[src/include/cmpr_cfg.svh]
// Constants for the comparator control register bank.
// Assumes an 8-bit special-function register space with byte addresses.
`ifndef CMPR_CFG_SVH
`define CMPR_CFG_SVH

// Register addresses in the special-function space
`define CMPR_ADDR_CTRL 8'h9A
`define CMPR_ADDR_INSEL 8'h9E
`define CMPR_ADDR_MODE 8'h9C

// Reset values
`define CMPR_RST_CTRL 8'h00
`define CMPR_RST_INSEL 8'h00
`define CMPR_RST_MODE 8'h02

// Control register fields
`define CMPR_CTRL_EN_BIT 7
`define CMPR_CTRL_OUT_BIT 6
`define CMPR_CTRL_RISE_BIT 5
`define CMPR_CTRL_FALL_BIT 4
`define CMPR_CTRL_HYP_MSB 3
`define CMPR_CTRL_HYP_LSB 2
`define CMPR_CTRL_HYN_MSB 1
`define CMPR_CTRL_HYN_LSB 0

// Input-select register fields and writable mask
`define CMPR_INSEL_NEG_MSB 6
`define CMPR_INSEL_NEG_LSB 4
`define CMPR_INSEL_POS_MSB 2
`define CMPR_INSEL_POS_LSB 0
`define CMPR_INSEL_MASK 8'h77
`define CMPR_INSEL_LAST_CODE 3'h4

// Mode register fields and writable mask
`define CMPR_MODE_RISE_EN_BIT 5
`define CMPR_MODE_FALL_EN_BIT 4
`define CMPR_MODE_RESP_MSB 1
`define CMPR_MODE_RESP_LSB 0
`define CMPR_MODE_MASK 8'h33

// Pin code shown for an undefined select code
`define CMPR_PIN_NONE 8'hFF

`endif

[src/include/cmpr_pkg.sv]
// Types shared by the comparator control register bank.
// Assumes nothing beyond a SystemVerilog compiler.
`default_nettype none

package cmpr_pkg;

    // Hysteresis setting handed to the analog comparator
    typedef enum logic [1:0] {
        CMPR_HYST_OFF = 2'b00,
        CMPR_HYST_5MV = 2'b01,
        CMPR_HYST_10MV = 2'b10,
        CMPR_HYST_20MV = 2'b11
    } cmpr_hyst_e;

    // Response-time mode, fastest to lowest power
    typedef enum logic [1:0] {
        CMPR_RESP_FAST = 2'b00,
        CMPR_RESP_MID1 = 2'b01,
        CMPR_RESP_MID2 = 2'b10,
        CMPR_RESP_LOWPWR = 2'b11
    } cmpr_resp_e;

endpackage

`default_nettype wire

[src/verilog/cmpr_ctrl.sv]
// Control registers and edge logic for the second analog comparator.
// Assumes the core drives a one-cycle special-function read or write strobe
// and that the comparator output arrives asynchronously from the analog macro.
//
// Summary of operation
// - Falling comparator edge sets the falling flag while the enable bit is one; it holds until software clears.
// - Positive hysteresis code in control bits 3-2 selects off, 5, 10, 20 mV.
// - Negative hysteresis code in control bits 1-0 selects off, 5, 10, 20 mV.
// - Input-select bits 6-4 choose the negative input pin, codes 0 to 4.
// - Input-select bits 2-0 choose the positive input pin, codes 0 to 4.
// - Pin mapping depends on the package variant, chosen at build time.
// - Input-select bits 7 and 3 read zero and ignore writes.
// - Rising interrupt request allowed only while mode bit 5 is one.
// - Falling interrupt request allowed only while mode bit 4 is one.
// - Mode bits 1-0 drive response time; reset selects mode 2.
// - Mode bits 7 and 6 read zero and ignore writes.
// - Rising comparator edge sets the rising flag while the enable bit is one; it holds until software clears.
// - Read-only output bit shows one when positive input exceeds negative.
// - Comparator is powered only while the enable bit is one.
`include "cmpr_cfg.svh"
`default_nettype none

module cmpr_ctrl #(
    parameter bit PACKAGE_48PIN = 1'b0
) (
    input wire logic CLK_IN,
    input wire logic RESET_N_IN,
    input wire logic [7:0] SFR_ADDR_IN,
    input wire logic SFR_WR_IN,
    input wire logic SFR_RD_IN,
    input wire logic [7:0] SFR_WDATA_IN,
    output logic [7:0] SFR_RDATA_OUT,
    input wire logic CMP_RAW_IN,
    output logic CMP_ENABLE_OUT,
    output cmpr_pkg::cmpr_hyst_e POS_HYST_OUT,
    output cmpr_pkg::cmpr_hyst_e NEG_HYST_OUT,
    output logic [7:0] POS_PIN_OUT,
    output logic [7:0] NEG_PIN_OUT,
    output cmpr_pkg::cmpr_resp_e RESP_MODE_OUT,
    output logic RISE_IRQ_OUT,
    output logic FALL_IRQ_OUT
);

    // Pin codes as {port, bit}; entries 0 to 4 per package variant
    localparam logic [7:0] POS_MAP_32 [5] = '{8'h12, 8'h16, 8'h22, 8'h26, 8'h04};
    localparam logic [7:0] POS_MAP_48 [5] = '{8'h22, 8'h30, 8'h37, 8'h45, 8'h11};
    localparam logic [7:0] NEG_MAP_32 [5] = '{8'h13, 8'h17, 8'h23, 8'h27, 8'h05};
    localparam logic [7:0] NEG_MAP_48 [5] = '{8'h23, 8'h31, 8'h40, 8'h46, 8'h12};

    logic comparator_enable_bit_q;
    logic rising_edge_flag_q;
    logic rising_edge_flag_d;
    logic falling_edge_flag_q;
    logic falling_edge_flag_d;
    logic [1:0] positive_hysteresis_sel_q;
    logic [1:0] negative_hysteresis_sel_q;
    logic [2:0] negative_input_sel_q;
    logic [2:0] positive_input_sel_q;
    logic rising_edge_irq_en_q;
    logic falling_edge_irq_en_q;
    logic [1:0] response_mode_sel_q;
    logic [2:0] sync_q;
    logic comparator_output_state_q;
    logic rise_evt;
    logic fall_evt;
    logic settled;
    logic wr_ctrl;
    logic wr_insel;
    logic wr_mode;
    logic [7:0] rdata_d;
    logic [7:0] pos_pin_d;
    logic [7:0] neg_pin_d;

    // Address decode for the three registers
    assign wr_ctrl = SFR_WR_IN && (SFR_ADDR_IN == `CMPR_ADDR_CTRL);
    assign wr_insel = SFR_WR_IN && (SFR_ADDR_IN == `CMPR_ADDR_INSEL);
    assign wr_mode = SFR_WR_IN && (SFR_ADDR_IN == `CMPR_ADDR_MODE);

    // Three-stage synchroniser; the first stage feeds only the second
    always_ff @(posedge CLK_IN or negedge RESET_N_IN) begin
        if (!RESET_N_IN) begin
            sync_q <= 3'h0;
        end else begin
            sync_q <= {sync_q[1:0], CMP_RAW_IN};
        end
    end

    // A level counts only once stages two and three agree
    assign settled = (sync_q[1] == sync_q[2]);
    assign rise_evt = comparator_enable_bit_q && settled && sync_q[2]
        && !comparator_output_state_q;
    assign fall_evt = comparator_enable_bit_q && settled && !sync_q[2]
        && comparator_output_state_q;

    // Filtered comparator state, shown as the read-only output bit
    always_ff @(posedge CLK_IN or negedge RESET_N_IN) begin
        if (!RESET_N_IN) begin
            comparator_output_state_q <= 1'b0;
        end else if (settled) begin
            comparator_output_state_q <= sync_q[2];
        end
    end

    // Sticky edge flags; a new edge beats a software clear in the same cycle
    always_comb begin
        rising_edge_flag_d = rising_edge_flag_q;
        falling_edge_flag_d = falling_edge_flag_q;
        if (wr_ctrl) begin
            rising_edge_flag_d = SFR_WDATA_IN[`CMPR_CTRL_RISE_BIT];
            falling_edge_flag_d = SFR_WDATA_IN[`CMPR_CTRL_FALL_BIT];
        end
        if (rise_evt) begin
            rising_edge_flag_d = 1'b1;
        end
        if (fall_evt) begin
            falling_edge_flag_d = 1'b1;
        end
    end

    always_ff @(posedge CLK_IN or negedge RESET_N_IN) begin
        if (!RESET_N_IN) begin
            rising_edge_flag_q <= 1'((`CMPR_RST_CTRL >> `CMPR_CTRL_RISE_BIT) & 8'h01);
            falling_edge_flag_q <= 1'((`CMPR_RST_CTRL >> `CMPR_CTRL_FALL_BIT) & 8'h01);
        end else begin
            rising_edge_flag_q <= rising_edge_flag_d;
            falling_edge_flag_q <= falling_edge_flag_d;
        end
    end

    // Control register: enable and hysteresis codes; output bit is not writable
    always_ff @(posedge CLK_IN or negedge RESET_N_IN) begin
        if (!RESET_N_IN) begin
            comparator_enable_bit_q <= 1'((`CMPR_RST_CTRL >> `CMPR_CTRL_EN_BIT) & 8'h01);
            positive_hysteresis_sel_q <= 2'h0;
            negative_hysteresis_sel_q <= 2'h0;
        end else if (wr_ctrl) begin
            comparator_enable_bit_q <= SFR_WDATA_IN[`CMPR_CTRL_EN_BIT];
            positive_hysteresis_sel_q <=
                SFR_WDATA_IN[`CMPR_CTRL_HYP_MSB:`CMPR_CTRL_HYP_LSB];
            negative_hysteresis_sel_q <=
                SFR_WDATA_IN[`CMPR_CTRL_HYN_MSB:`CMPR_CTRL_HYN_LSB];
        end
    end

    // Input-select register; unused bits are simply not stored
    always_ff @(posedge CLK_IN or negedge RESET_N_IN) begin
        if (!RESET_N_IN) begin
            negative_input_sel_q <= 3'h0;
            positive_input_sel_q <= 3'h0;
        end else if (wr_insel) begin
            negative_input_sel_q <=
                SFR_WDATA_IN[`CMPR_INSEL_NEG_MSB:`CMPR_INSEL_NEG_LSB];
            positive_input_sel_q <=
                SFR_WDATA_IN[`CMPR_INSEL_POS_MSB:`CMPR_INSEL_POS_LSB];
        end
    end

    // Mode register; reset leaves response mode 2
    always_ff @(posedge CLK_IN or negedge RESET_N_IN) begin
        if (!RESET_N_IN) begin
            rising_edge_irq_en_q <= 1'b0;
            falling_edge_irq_en_q <= 1'b0;
            response_mode_sel_q <= 2'h2;
        end else if (wr_mode) begin
            rising_edge_irq_en_q <= SFR_WDATA_IN[`CMPR_MODE_RISE_EN_BIT];
            falling_edge_irq_en_q <= SFR_WDATA_IN[`CMPR_MODE_FALL_EN_BIT];
            response_mode_sel_q <=
                SFR_WDATA_IN[`CMPR_MODE_RESP_MSB:`CMPR_MODE_RESP_LSB];
        end
    end

    // Pin lookup; undefined codes park the mux on no pin at all
    always_comb begin
        pos_pin_d = `CMPR_PIN_NONE;
        neg_pin_d = `CMPR_PIN_NONE;
        if (positive_input_sel_q <= `CMPR_INSEL_LAST_CODE) begin
            pos_pin_d = PACKAGE_48PIN ? POS_MAP_48[positive_input_sel_q]
                : POS_MAP_32[positive_input_sel_q];
        end
        if (negative_input_sel_q <= `CMPR_INSEL_LAST_CODE) begin
            neg_pin_d = PACKAGE_48PIN ? NEG_MAP_48[negative_input_sel_q]
                : NEG_MAP_32[negative_input_sel_q];
        end
    end

    // Analog-side settings, registered so outputs come from flip-flops
    always_ff @(posedge CLK_IN or negedge RESET_N_IN) begin
        if (!RESET_N_IN) begin
            CMP_ENABLE_OUT <= 1'b0;
            POS_HYST_OUT <= cmpr_pkg::CMPR_HYST_OFF;
            NEG_HYST_OUT <= cmpr_pkg::CMPR_HYST_OFF;
            POS_PIN_OUT <= 8'h00;
            NEG_PIN_OUT <= 8'h00;
            RESP_MODE_OUT <= cmpr_pkg::CMPR_RESP_MID2;
        end else begin
            CMP_ENABLE_OUT <= comparator_enable_bit_q;
            POS_HYST_OUT <= cmpr_pkg::cmpr_hyst_e'(positive_hysteresis_sel_q);
            NEG_HYST_OUT <= cmpr_pkg::cmpr_hyst_e'(negative_hysteresis_sel_q);
            POS_PIN_OUT <= pos_pin_d;
            NEG_PIN_OUT <= neg_pin_d;
            RESP_MODE_OUT <= cmpr_pkg::cmpr_resp_e'(response_mode_sel_q);
        end
    end

    // Interrupt requests follow flag and enable; a level, cleared with the flag
    always_ff @(posedge CLK_IN or negedge RESET_N_IN) begin
        if (!RESET_N_IN) begin
            RISE_IRQ_OUT <= 1'b0;
            FALL_IRQ_OUT <= 1'b0;
        end else begin
            RISE_IRQ_OUT <= rising_edge_flag_q && rising_edge_irq_en_q;
            FALL_IRQ_OUT <= falling_edge_flag_q && falling_edge_irq_en_q;
        end
    end

    // Read mux; unused bits and unmapped addresses read zero
    always_comb begin
        rdata_d = 8'h00;
        if (!SFR_RD_IN) begin
            rdata_d = 8'h00;
        end else if (SFR_ADDR_IN == `CMPR_ADDR_CTRL) begin
            rdata_d = {comparator_enable_bit_q, comparator_output_state_q,
                rising_edge_flag_q, falling_edge_flag_q,
                positive_hysteresis_sel_q, negative_hysteresis_sel_q};
        end else if (SFR_ADDR_IN == `CMPR_ADDR_INSEL) begin
            rdata_d = {1'b0, negative_input_sel_q, 1'b0, positive_input_sel_q};
        end else if (SFR_ADDR_IN == `CMPR_ADDR_MODE) begin
            rdata_d = {2'b00, rising_edge_irq_en_q, falling_edge_irq_en_q,
                2'b00, response_mode_sel_q};
        end
    end

    always_ff @(posedge CLK_IN or negedge RESET_N_IN) begin
        if (!RESET_N_IN) begin
            SFR_RDATA_OUT <= 8'h00;
        end else begin
            SFR_RDATA_OUT <= rdata_d;
        end
    end

    chk_fall_flag_set: assert property (@(posedge CLK_IN) disable iff (!RESET_N_IN)
        fall_evt |=> falling_edge_flag_q)
        else $error("Falling edge did not set its flag");

    chk_pos_hyst_out: assert property (@(posedge CLK_IN) disable iff (!RESET_N_IN)
        wr_ctrl |=> ##1 (POS_HYST_OUT == $past(SFR_WDATA_IN[3:2], 2)))
        else $error("Positive hysteresis output does not follow write");

    chk_neg_hyst_out: assert property (@(posedge CLK_IN) disable iff (!RESET_N_IN)
        wr_ctrl |=> ##1 (NEG_HYST_OUT == $past(SFR_WDATA_IN[1:0], 2)))
        else $error("Negative hysteresis output does not follow write");

    chk_neg_pin_none: assert property (@(posedge CLK_IN) disable iff (!RESET_N_IN)
        (wr_insel && SFR_WDATA_IN[6:4] > 3'h4) |=> ##1 (NEG_PIN_OUT == 8'hFF))
        else $error("Undefined negative code did not park the mux");

    chk_pos_pin_map: assert property (@(posedge CLK_IN) disable iff (!RESET_N_IN)
        (wr_insel && SFR_WDATA_IN[2:0] == 3'h4) |=> ##1
        (POS_PIN_OUT == (PACKAGE_48PIN ? 8'h11 : 8'h04)))
        else $error("Positive code four maps to the wrong pin");

    chk_insel_unused: assert property (@(posedge CLK_IN) disable iff (!RESET_N_IN)
        (SFR_RD_IN && SFR_ADDR_IN == 8'h9E) |=> (SFR_RDATA_OUT[7] == 1'b0
        && SFR_RDATA_OUT[3] == 1'b0))
        else $error("Unused input-select bits read non-zero");

    chk_rise_irq_gate: assert property (@(posedge CLK_IN) disable iff (!RESET_N_IN)
        !rising_edge_irq_en_q |=> !RISE_IRQ_OUT)
        else $error("Rising request while disabled");

    chk_fall_irq_gate: assert property (@(posedge CLK_IN) disable iff (!RESET_N_IN)
        !falling_edge_irq_en_q |=> !FALL_IRQ_OUT)
        else $error("Falling request while disabled");

    chk_resp_mode_out: assert property (@(posedge CLK_IN) disable iff (!RESET_N_IN)
        wr_mode |=> ##1 (RESP_MODE_OUT == $past(SFR_WDATA_IN[1:0], 2)))
        else $error("Response mode output does not follow write");

    chk_mode_unused: assert property (@(posedge CLK_IN) disable iff (!RESET_N_IN)
        (SFR_RD_IN && SFR_ADDR_IN == 8'h9C) |=> (SFR_RDATA_OUT[7:6] == 2'b00))
        else $error("Unused mode bits read non-zero");

    chk_rise_flag_set: assert property (@(posedge CLK_IN) disable iff (!RESET_N_IN)
        rise_evt |=> rising_edge_flag_q)
        else $error("Rising edge did not set its flag");

    chk_out_state_rd: assert property (@(posedge CLK_IN) disable iff (!RESET_N_IN)
        (SFR_RD_IN && SFR_ADDR_IN == 8'h9A) |=>
        (SFR_RDATA_OUT[6] == $past(comparator_output_state_q)))
        else $error("Output state bit reads wrongly");

    chk_enable_out: assert property (@(posedge CLK_IN) disable iff (!RESET_N_IN)
        wr_ctrl |=> ##1 (CMP_ENABLE_OUT == $past(SFR_WDATA_IN[7], 2)))
        else $error("Enable output does not follow write");

    chk_rise_irq_on: assert property (@(posedge CLK_IN) disable iff (!RESET_N_IN)
        (rising_edge_flag_q && rising_edge_irq_en_q) |=> RISE_IRQ_OUT)
        else $error("Rising request missing");

endmodule

`default_nettype wire

[config.mk]
export PLATFORM = sky130hd
export DESIGN_NAME = cmpr_ctrl
export DESIGN_NICKNAME = d
export VERILOG_FILES = /design/src/include/cmpr_pkg.sv /design/src/verilog/cmpr_ctrl.sv
export VERILOG_INCLUDE_DIRS = /design/src /design/src/include
export SDC_FILE = /design/constraint.sdc
export NUM_CORES = 1
export LEC_CHECK = 0
export BUFFER_PORTS_ARGS = -buffer_cell sky130_fd_sc_hd__buf_2
export CAP_MARGIN = 0
export CORE_MARGIN = 4
export CORE_UTILIZATION = 30
export DETAILED_ROUTE_END_ITERATION = 10
export PLACE_DENSITY_LB_ADDON = 0.2
export SYNTH_ARGS = -nofsm -noshare
export SYNTH_HDL_FRONTEND = slang
export SYNTH_SLANG_ARGS = --single-unit
export TNS_END_PERCENT = 10
[constraint.sdc]
create_clock -name CLK_IN -period 1.3 [get_ports CLK_IN]
set_input_delay 0.065 -clock CLK_IN [delete_from_list [all_inputs] [get_ports CLK_IN]]
set_output_delay 0.065 -clock CLK_IN [all_outputs]
set_load 0.02 [all_outputs]
; ---- Word level (Yosys, flattened, before mapping)
; Memory sizes are Yosys's and may differ from the RTL's.
; Index checks and enable logic that the tools add are counted.
[totals]
latch_bits = 0
mem_bits_rw = 0
wordCells = 61
out_inout_bits = 33
inputBits = 21
mem_bits_ro = 128
n_memories = 2
register_bits = 54
[classes]
div = 0
reduce_logical = 14
n_eq_ne = 4
mux = 14
mul = 0
add_sub_neg = 0
magnitude_cmp = 4
bitwise_logic = 2
shifts = 0
[mem_list]
columns = name, depth, word_bits, read_ports, rd_clocked_by_memory_dff, wr, line
row1 = (name not given), 8, 8, 1, 0, 0, cmpr_ctrl.sv:182  ; : NEG_MAP_32[negative_input_sel_q];
row2 = (name not given), 8, 8, 1, 0, 0, cmpr_ctrl.sv:178  ; : POS_MAP_32[positive_input_sel_q];
[op_table]
columns = op, n
row1 = $mux W8, 8
row2 = $eq A8 B8 Y1 const B, 3
row3 = $logic_and A1 B1 Y1, 10
row4 = $ge A4 B4 Y1 const B, 2
row5 = $not A3 Y4, 2
row6 = $mux W7, 1
row7 = $le A3 B3 Y1 const B, 2
row8 = $mux W6, 1
row9 = $mux W1, 4
row10 = $reduce_bool A2 Y1, 2
row11 = $logic_not A1 Y1, 2
row12 = $eq A1 B1 Y1, 1

; ---- Logic depth before layout (Yosys ltp)
; Gate-level depths: netlist (run 1).
[depth]
word_depth = 5
ltp_mapped = 4

; ---- Worst setup path after synthesis (run 1)
; No wires, ideal clock.
[synth_timing]
path_kind = input port to flip-flop
start = input port SFR_ADDR_IN[6]
end = register negative_input_sel_q[0]
arrival_time_ns = 1.048
required_time_ns = 1.175
path_slack_ns = 0.127
cell_stages = 4
setup_ns = 0.125
path_cell_list = and4bb_2 and4_4 buf_8 mux2_4
[synth_between]
elab_chain_cells = 2
[synth_lines]
columns = element, line
row1 = start: declaration, cmpr_ctrl.sv:28  ; input wire logic [7:0] SFR_ADDR_IN,
row2 = $eq A8 B8 Y1 (no source line), n/a
row3 = $logic_and A1 B1 Y1, cmpr_ctrl.sv:76  ; assign wr_insel = SFR_WR_IN && (SFR_ADDR_IN == `CMPR_ADDR_INSEL);
row4 = end signal: assignment, cmpr_ctrl.sv:151  ; negative_input_sel_q <=
row5 = end: declaration, cmpr_ctrl.sv:57  ; logic [2:0] negative_input_sel_q;
; Every way passes these cells.
; A chain may end at the register's enable or synchronous reset.

; ---- Worst setup path after layout (run 1)
[layout_timing]
start = register positive_input_sel_q[0]
end = register SFR_RDATA_OUT[0]
[layout_between]
elab_chain_cells = 3
[layout_lines]
columns = element, line
row1 = start: declaration, cmpr_ctrl.sv:58  ; logic [2:0] positive_input_sel_q;
row2 = start signal: assignment, cmpr_ctrl.sv:153  ; positive_input_sel_q <=
row3 = $mux W7, cmpr_ctrl.sv:225  ; end else if (SFR_ADDR_IN == `CMPR_ADDR_INSEL) begin
row4 = $mux W8, cmpr_ctrl.sv:221  ; end else if (SFR_ADDR_IN == `CMPR_ADDR_CTRL) begin
row5 = $mux W8, cmpr_ctrl.sv:219  ; if (!SFR_RD_IN) begin
row6 = net rdata_d[0], cmpr_ctrl.sv:70  ; logic [7:0] rdata_d;
row7 = end signal: assignment, cmpr_ctrl.sv:237  ; SFR_RDATA_OUT <= rdata_d;
row8 = end: declaration, cmpr_ctrl.sv:32  ; output logic [7:0] SFR_RDATA_OUT,
; The timed path passes the listed nets, and every way through them passes these cells.

==> results.sh, run 1 <==
export IMPL_outcome="finished clean"
export IMPL_cts_made_buffers=5
export IMPL_ys_seq_area_frac=0.659
export IMPL_worstSkewPairLatency_ps=290
export IMPL_critical_path_startpoint_type="register"
export IMPL_critical_path_n_buffers_inverters=0
export IMPL_fin_util=0.389
export IMPL_drt_iter0_drc=43
export IMPL_post_route_min_period_ps=1050
export IMPL_dp_hpwl_um=2780
export IMPL_syn_nets=143
export IMPL_postSynthRegisterBits=49
export IMPL_drtAntennaViolNets=0
export IMPL_die_h_um=86.8
export IMPL_timing_critical_path_to_type="register"
export IMPL_critical_path_max_stage_delay_ps=440
export IMPL_vias=1150
export IMPL_post_route_cell_area_um2=2330
export IMPL_vias_per_cell=4.47
export IMPL_timing_critical_path_required_ps=1480
export IMPL_synth_cells=122
export IMPL_area_delta_synth_final_pct=25.0
export IMPL_min_delay_path_class="in -> reg"
export IMPL_finish_cell_count_without_fillers=257
export IMPL_rsz0062_at_grt="no"
export IMPL_fin_hold_ws_ps=10.0
export IMPL_critical_path_max_fanout=5
export IMPL_cts_root_to_sink_buffers=2
export IMPL_critical_path_cell_count=3
export IMPL_hold_path_depth=2
export IMPL_cp_cell_sequence="mux2_2 > a22oi_1 > nor2_1"
export IMPL_max_cap_viol_count=0
export IMPL_sum_of_routed_wire_length_over_all_layers_um=3720
export IMPL_die_area_um2=7540
export IMPL_post_drt_wl_per_cell_um=14.5
export IMPL_total_clock_sinks=49
export IMPL_fin_nets=203
export IMPL_mostFrequentLayoutCell="sky130_fd_sc_hd__buf_2"
export IMPL_path_delay_family="flip-flops"
export IMPL_h_tree_levels=2
export IMPL_path_clk_slew_ps=90
export IMPL_instance_count_after_placement_with_tap_cells_included=247
export IMPL_gp_congestion=0.720
export IMPL_ff_to_ff_path_depth=3
export IMPL_clock_skew_final_ps=5.15
export IMPL_critPathKind="reg -> reg"
export IMPL_filler_cell_count=584
export IMPL_cts_resized_gates=0
export IMPL_grt_overflow=0
export IMPL_drt_pass1_iter_count=4
export IMPL_grt_start_max_net_pins=28
export IMPL_drc=0
export IMPL_setup_viol=0
export IMPL_post_cts_repair_setup_buffers=0
export IMPL_placed_cell_area_um2=2200
export IMPL_pin_count=54
export IMPL_initial_utilization=0.311
export IMPL_worst_path_max_delay_cell="sky130_fd_sc_hd__dfrtp_1"
export IMPL_p_per_area_nw_per_um2=1250
export IMPL_timing_final_hold_violations=0
export IMPL_power_ir_vdd_worst_uv=519
export IMPL_antennaDiodeCount=0
export IMPL_power_static_leakage_nw=1.24
export IMPL_design_core_area_um2=5990
export IMPL_first_global_vias=1212
export IMPL_synth_cell_area_um2=1860
export IMPL_synthesis_area_per_instance_um2=15.3
export IMPL_placementRows=28
export IMPL_finalMaxSlewViolations=0
export IMPL_die_width_um=86.8
export IMPL_numPortBuffers=53
export IMPL_fmaxAchievable_mhz=952
export IMPL_mostFrequentLayoutCells="sky130_fd_sc_hd__buf_2, sky130_fd_sc_hd__dfrtp_1, sky130_fd_sc_hd__mux2_2"
export IMPL_synth_lib_cells_used_distinct=28
export IMPL_fin_total_pwr_mw=2.92
export IMPL_clock_tree_root_cell="sky130_fd_sc_hd__clkbuf_8"
export IMPL_grt_use_total=0.106
export IMPL_tritoncts="yes"
export IMPL_cts_hold_buffers_added=3
export IMPL_synth_warning_count=0
export IMPL_grt_antenna_before_repair=0
export IMPL_grt_pass1_wl_um=6100
export IMPL_final_min_period_over_clock_period=0.808
export IMPL_timing_critical_path_arrival_ps=1230
export IMPL_post_route_cells_drive_above_1_share=0.505
## flip-flops by register name (all words and copies together) (netlist names), 2 cells and up
register and flops:
negative_hysteresis_sel_q 2, response_mode_sel_q 2, positive_hysteresis_sel_q 2, POS_HYST_OUT 2, negative_input_sel_q 3, POS_PIN_OUT 5
RESP_MODE_OUT 2, SFR_RDATA_OUT 8, NEG_PIN_OUT 6, positive_input_sel_q 3, sync_q 3, NEG_HYST_OUT 2
## area by class of cell
class | instances | area, um^2 | area share
Clock buffer | 5 | 68.8 | 0.0295
Clock inverter | 2 | 35.0 | 0.0150
Multi-Input combinational cell | 66 | 578 | 0.248
Sequential cell | 49 | 1230 | 0.527
Tap cell | 75 | 93.8 | 0.0403
Timing Repair Buffer | 60 | 325 | 0.140
## path summary, 6_finish.rpt
path | from | to | slack [ps]
max reg2reg | positive_input_sel_q[0] | SFR_RDATA_OUT[0] | 250
min | SFR_WDATA_IN[3] | positive_hysteresis_sel_q[1] | 10
min reg2reg | sync_q[0] | sync_q[1] | 350
max | positive_input_sel_q[0] | SFR_RDATA_OUT[0] | 250
max in group asynchronous | RESET_N_IN | response_mode_sel_q[1] | 730
min in group asynchronous | RESET_N_IN | SFR_RDATA_OUT[5] | 280
## where the power goes
part / total (mW) / switching (mW) / internal, mW
Clock: 1.03 / 0.467 / 0.559
Combinational: 0.264 / 0.144 / 0.120
Sequential: 1.63 / 0.0419 / 1.59
Total: 2.92 / 0.653 / 2.27
## cells by family after synthesis
logic type,Yosys count,synth area share
AOI/OAI and AO/OA,8,0.0309
adders and majority gates,1,0.00537
buffers and inverters,7,0.0309
DFF,49,0.659
muxes,25,0.159
other,1,0.00201
and+or+nand+nor,31,0.113
## cell usage after synthesis (all sizes together)
cell    instances  area share
nor2           11       0.022
a22oi           4       0.016
a21o            2      0.0081
dfstp           2       0.028
a31oi           2      0.0067
nand2           2      0.0040
and4bb          1      0.0067
and4            2       0.011
and3b           1      0.0067
mux2i           6       0.032
and2b           1      0.0047
mux2           19        0.13
and4b           1      0.0054
conb            1      0.0020
nand3           1      0.0027
nor3b           3       0.012
nand4b          2       0.017
or2             2      0.0067
buf             7       0.031
nor2b           2      0.0067
maj3            1      0.0054
dfrtp          47        0.63
and2            2      0.0067
## through the flow
step / setup slack [ps] / TNS (ps)
after global routing: 183 / 0
after floorplan: 127 / 0
after CTS: 248 / 0
after detailed placement: -26.2 / -60.6
after global placement: 0.284 / 0
final: 250 / 0
## per-layer routing
layer,GRT usage,routed length [um]
met1,0.127,1600
met2,0.178,1860
met3,0.0352,201
met4,0.0340,55
met5,0,0
Power figures use the tool's default switching activity.
==> inputs of run 2 (changes only) <==
==> constraint.sdc (replaced) <==
create_clock -name CLK_IN -period 1.05 [get_ports CLK_IN]
set_input_delay 0.0525 -clock CLK_IN [delete_from_list [all_inputs] [get_ports CLK_IN]]
set_output_delay 0.0525 -clock CLK_IN [all_outputs]
set_load 0.02 [all_outputs]
==> results.sh, run 2 (synthesis gave the netlist of run 1 again) <==
export IMPL_antennaDiodeCount=0
export IMPL_grt_antenna_before_repair=0
export IMPL_critical_path_cell_count=1
export IMPL_vias_per_cell=4.54
export IMPL_cp_cell_sequence="buf_4"
export IMPL_cts_made_buffers=5
export IMPL_drt_iter0_drc=61
export IMPL_timing_critical_path_to_type="primary output"
export IMPL_first_global_vias=1294
export IMPL_ff_to_ff_path_depth=3
export IMPL_area_delta_synth_final_pct=30.5
export IMPL_grt_overflow=0
export IMPL_placed_cell_area_um2=2270
export IMPL_pin_count=54
export IMPL_outcome="finished clean"
export IMPL_grt_most_used_layer="met2"
export IMPL_instance_count_after_placement_with_tap_cells_included=255
export IMPL_h_tree_levels=2
export IMPL_worstSkewPairLatency_ps=300
export IMPL_clock_tree_root_cell="sky130_fd_sc_hd__clkbuf_8"
export IMPL_timing_critical_path_arrival_ps=960
export IMPL_fmaxAchievable_mhz=984
export IMPL_power_ir_vdd_worst_uv=535
export IMPL_setup_worst_path_start="RESP_MODE_OUT[1]"
export IMPL_total_clock_sinks=49
export IMPL_clock_skew_final_ps=4.33
export IMPL_post_drt_wl_per_cell_um=14.4
export IMPL_max_cap_viol_count=0
export IMPL_post_route_cells_drive_above_1_share=0.531
export IMPL_fin_nets=214
export IMPL_dp_hpwl_um=2790
export IMPL_timing_reg2reg_setup_slack_ps=50
export IMPL_critPathKind="reg -> out"
export IMPL_grt_pass1_wl_um=6300
export IMPL_post_cts_repair_setup_buffers=0
export IMPL_p_per_area_nw_per_um2=1450
export IMPL_vias=1221
export IMPL_largest_reg_flops=8
export IMPL_path_delay_family="flip-flops"
export IMPL_final_min_period_over_clock_period=0.968
export IMPL_sum_of_routed_wire_length_over_all_layers_um=3870
export IMPL_reg2reg_from="comparator_output_state_q"
export IMPL_global_route_usage_met2=0.173
export IMPL_design_core_area_um2=5990
export IMPL_critical_path_max_fanout=1
export IMPL_critical_path_n_buffers_inverters=1
export IMPL_rsz0062_at_grt="no"
export IMPL_tritoncts="yes"
export IMPL_timing_final_hold_violations=0
export IMPL_grtUsageMet1=0.142
export IMPL_grt_use_total=0.110
export IMPL_gp_congestion=0.664
export IMPL_fin_total_pwr_mw=3.52
export IMPL_critical_path_startpoint_type="register"
export IMPL_post_route_cell_area_um2=2430
export IMPL_setup_viol=0
export IMPL_initial_utilization=0.311
export IMPL_power_static_leakage_nw=1.28
export IMPL_drtAntennaViolNets=0
export IMPL_finalMaxSlewViolations=0
export IMPL_top_register="SFR_RDATA_OUT"
export IMPL_die_area_um2=7540
export IMPL_cts_root_to_sink_buffers=2
export IMPL_timing_critical_path_required_ps=1000
export IMPL_worst_path_max_delay_cell="sky130_fd_sc_hd__dfstp_2"
export IMPL_hold_path_depth=2
export IMPL_met3_usage=0.0390
export IMPL_critical_path_max_stage_delay_ps=530
export IMPL_placementRows=28
export IMPL_mostFrequentLayoutCell="sky130_fd_sc_hd__buf_2"
export IMPL_rr_endpoint="rising_edge_flag_q"
export IMPL_setup_total_neg_slack_ps=0
export IMPL_drc=0
export IMPL_drt_pass1_iter_count=4
export IMPL_min_delay_path_class="in -> reg"
export IMPL_path_clk_slew_ps=90
export IMPL_numPortBuffers=53
export IMPL_mostFrequentLayoutCells="sky130_fd_sc_hd__buf_2, sky130_fd_sc_hd__dfrtp_1, sky130_fd_sc_hd__mux2_2"
export IMPL_worst_setup_path_endpoint="RESP_MODE_OUT[1]"
export IMPL_largestRegisters="SFR_RDATA_OUT x8, NEG_PIN_OUT x6, POS_PIN_OUT x5"
export IMPL_die_h_um=86.8
export IMPL_finish_cell_count_without_fillers=269
export IMPL_post_route_min_period_ps=1020
export IMPL_grt_start_max_net_pins=50
export IMPL_die_width_um=86.8
==> run 2: cell types whose count changed in the layout (fill, tap and decap cells not counted), sizes merged <==
cell         delta
buf             +8
bufinv          -1
clkinv          -1
clkinvlp        +3
dlygate4sd3     +3
==> run 2: area by class of cell <==
class / instances / area (um^2)
multi-input combinational: 66 / 588
sequential: 49 / 1230
clock inverter: 3 / 22.5
fill: 566 / 3560
timing repair buffer: 71 / 430
clock buffer: 5 / 68.8
tap: 75 / 93.8
==> run 2: worst min path at each step <==
stage	slack [ps]	endpoint	startpoint
floorplan	-240	CMP_ENABLE_OUT	RESET_N_IN
global placement	50	sync_q[0]	RESET_N_IN
detailed placement	60	sync_q[0]	RESET_N_IN
CTS	10	positive_input_sel_q[0]	SFR_WDATA_IN[0]
global route	10	positive_input_sel_q[1]	SFR_WDATA_IN[1]
finish	10	positive_input_sel_q[0]	SFR_WDATA_IN[0]
==> run 2: stage by stage <==
step	setup WS [ps]	util	hold WS, ps
2_1_floorplan	-100	-	-243
3_3_place_gp	-186	0.379	54.2
3_5_place_dp	-208	0.379	60.6
4_1_cts	5.35	0.404	11.3
5_1_grt	6.36	0.406	13.4
6_report	33.5	0.406	15.0
==> run 2: per-layer routing <==
layer / wire [um] / vias up
li1: - / 560
met1: 1730 / 626
met2: 1850 / 29
met3: 249 / 6
met4: 51 / 0
met5: 0 / -
==> run 2: where the power goes <==
group	internal, mW	switching [mW]	leakage, nW
registers	1.97	0.0477	0.631
logic	0.179	0.195	0.610
clock network	0.468	0.656	0.0364
total	2.62	0.899	1.28
==> run 2: what timing repair did <==
action / 4_1_cts / 5_1_grt
hold endpoints to repair: 55 / 0
setup endpoints to repair: 0 / 3
hold buffers: 6 / 0
gates resized for setup: 0 / 3
==> run 2: worst register-to-register path, cell delays in order, from the launching register on <==
cell and delay [ps]:
sky130_fd_sc_hd__dfrtp_1 430, sky130_fd_sc_hd__and4b_1 300, sky130_fd_sc_hd__nor2_1 50, sky130_fd_sc_hd__mux2i_1 140
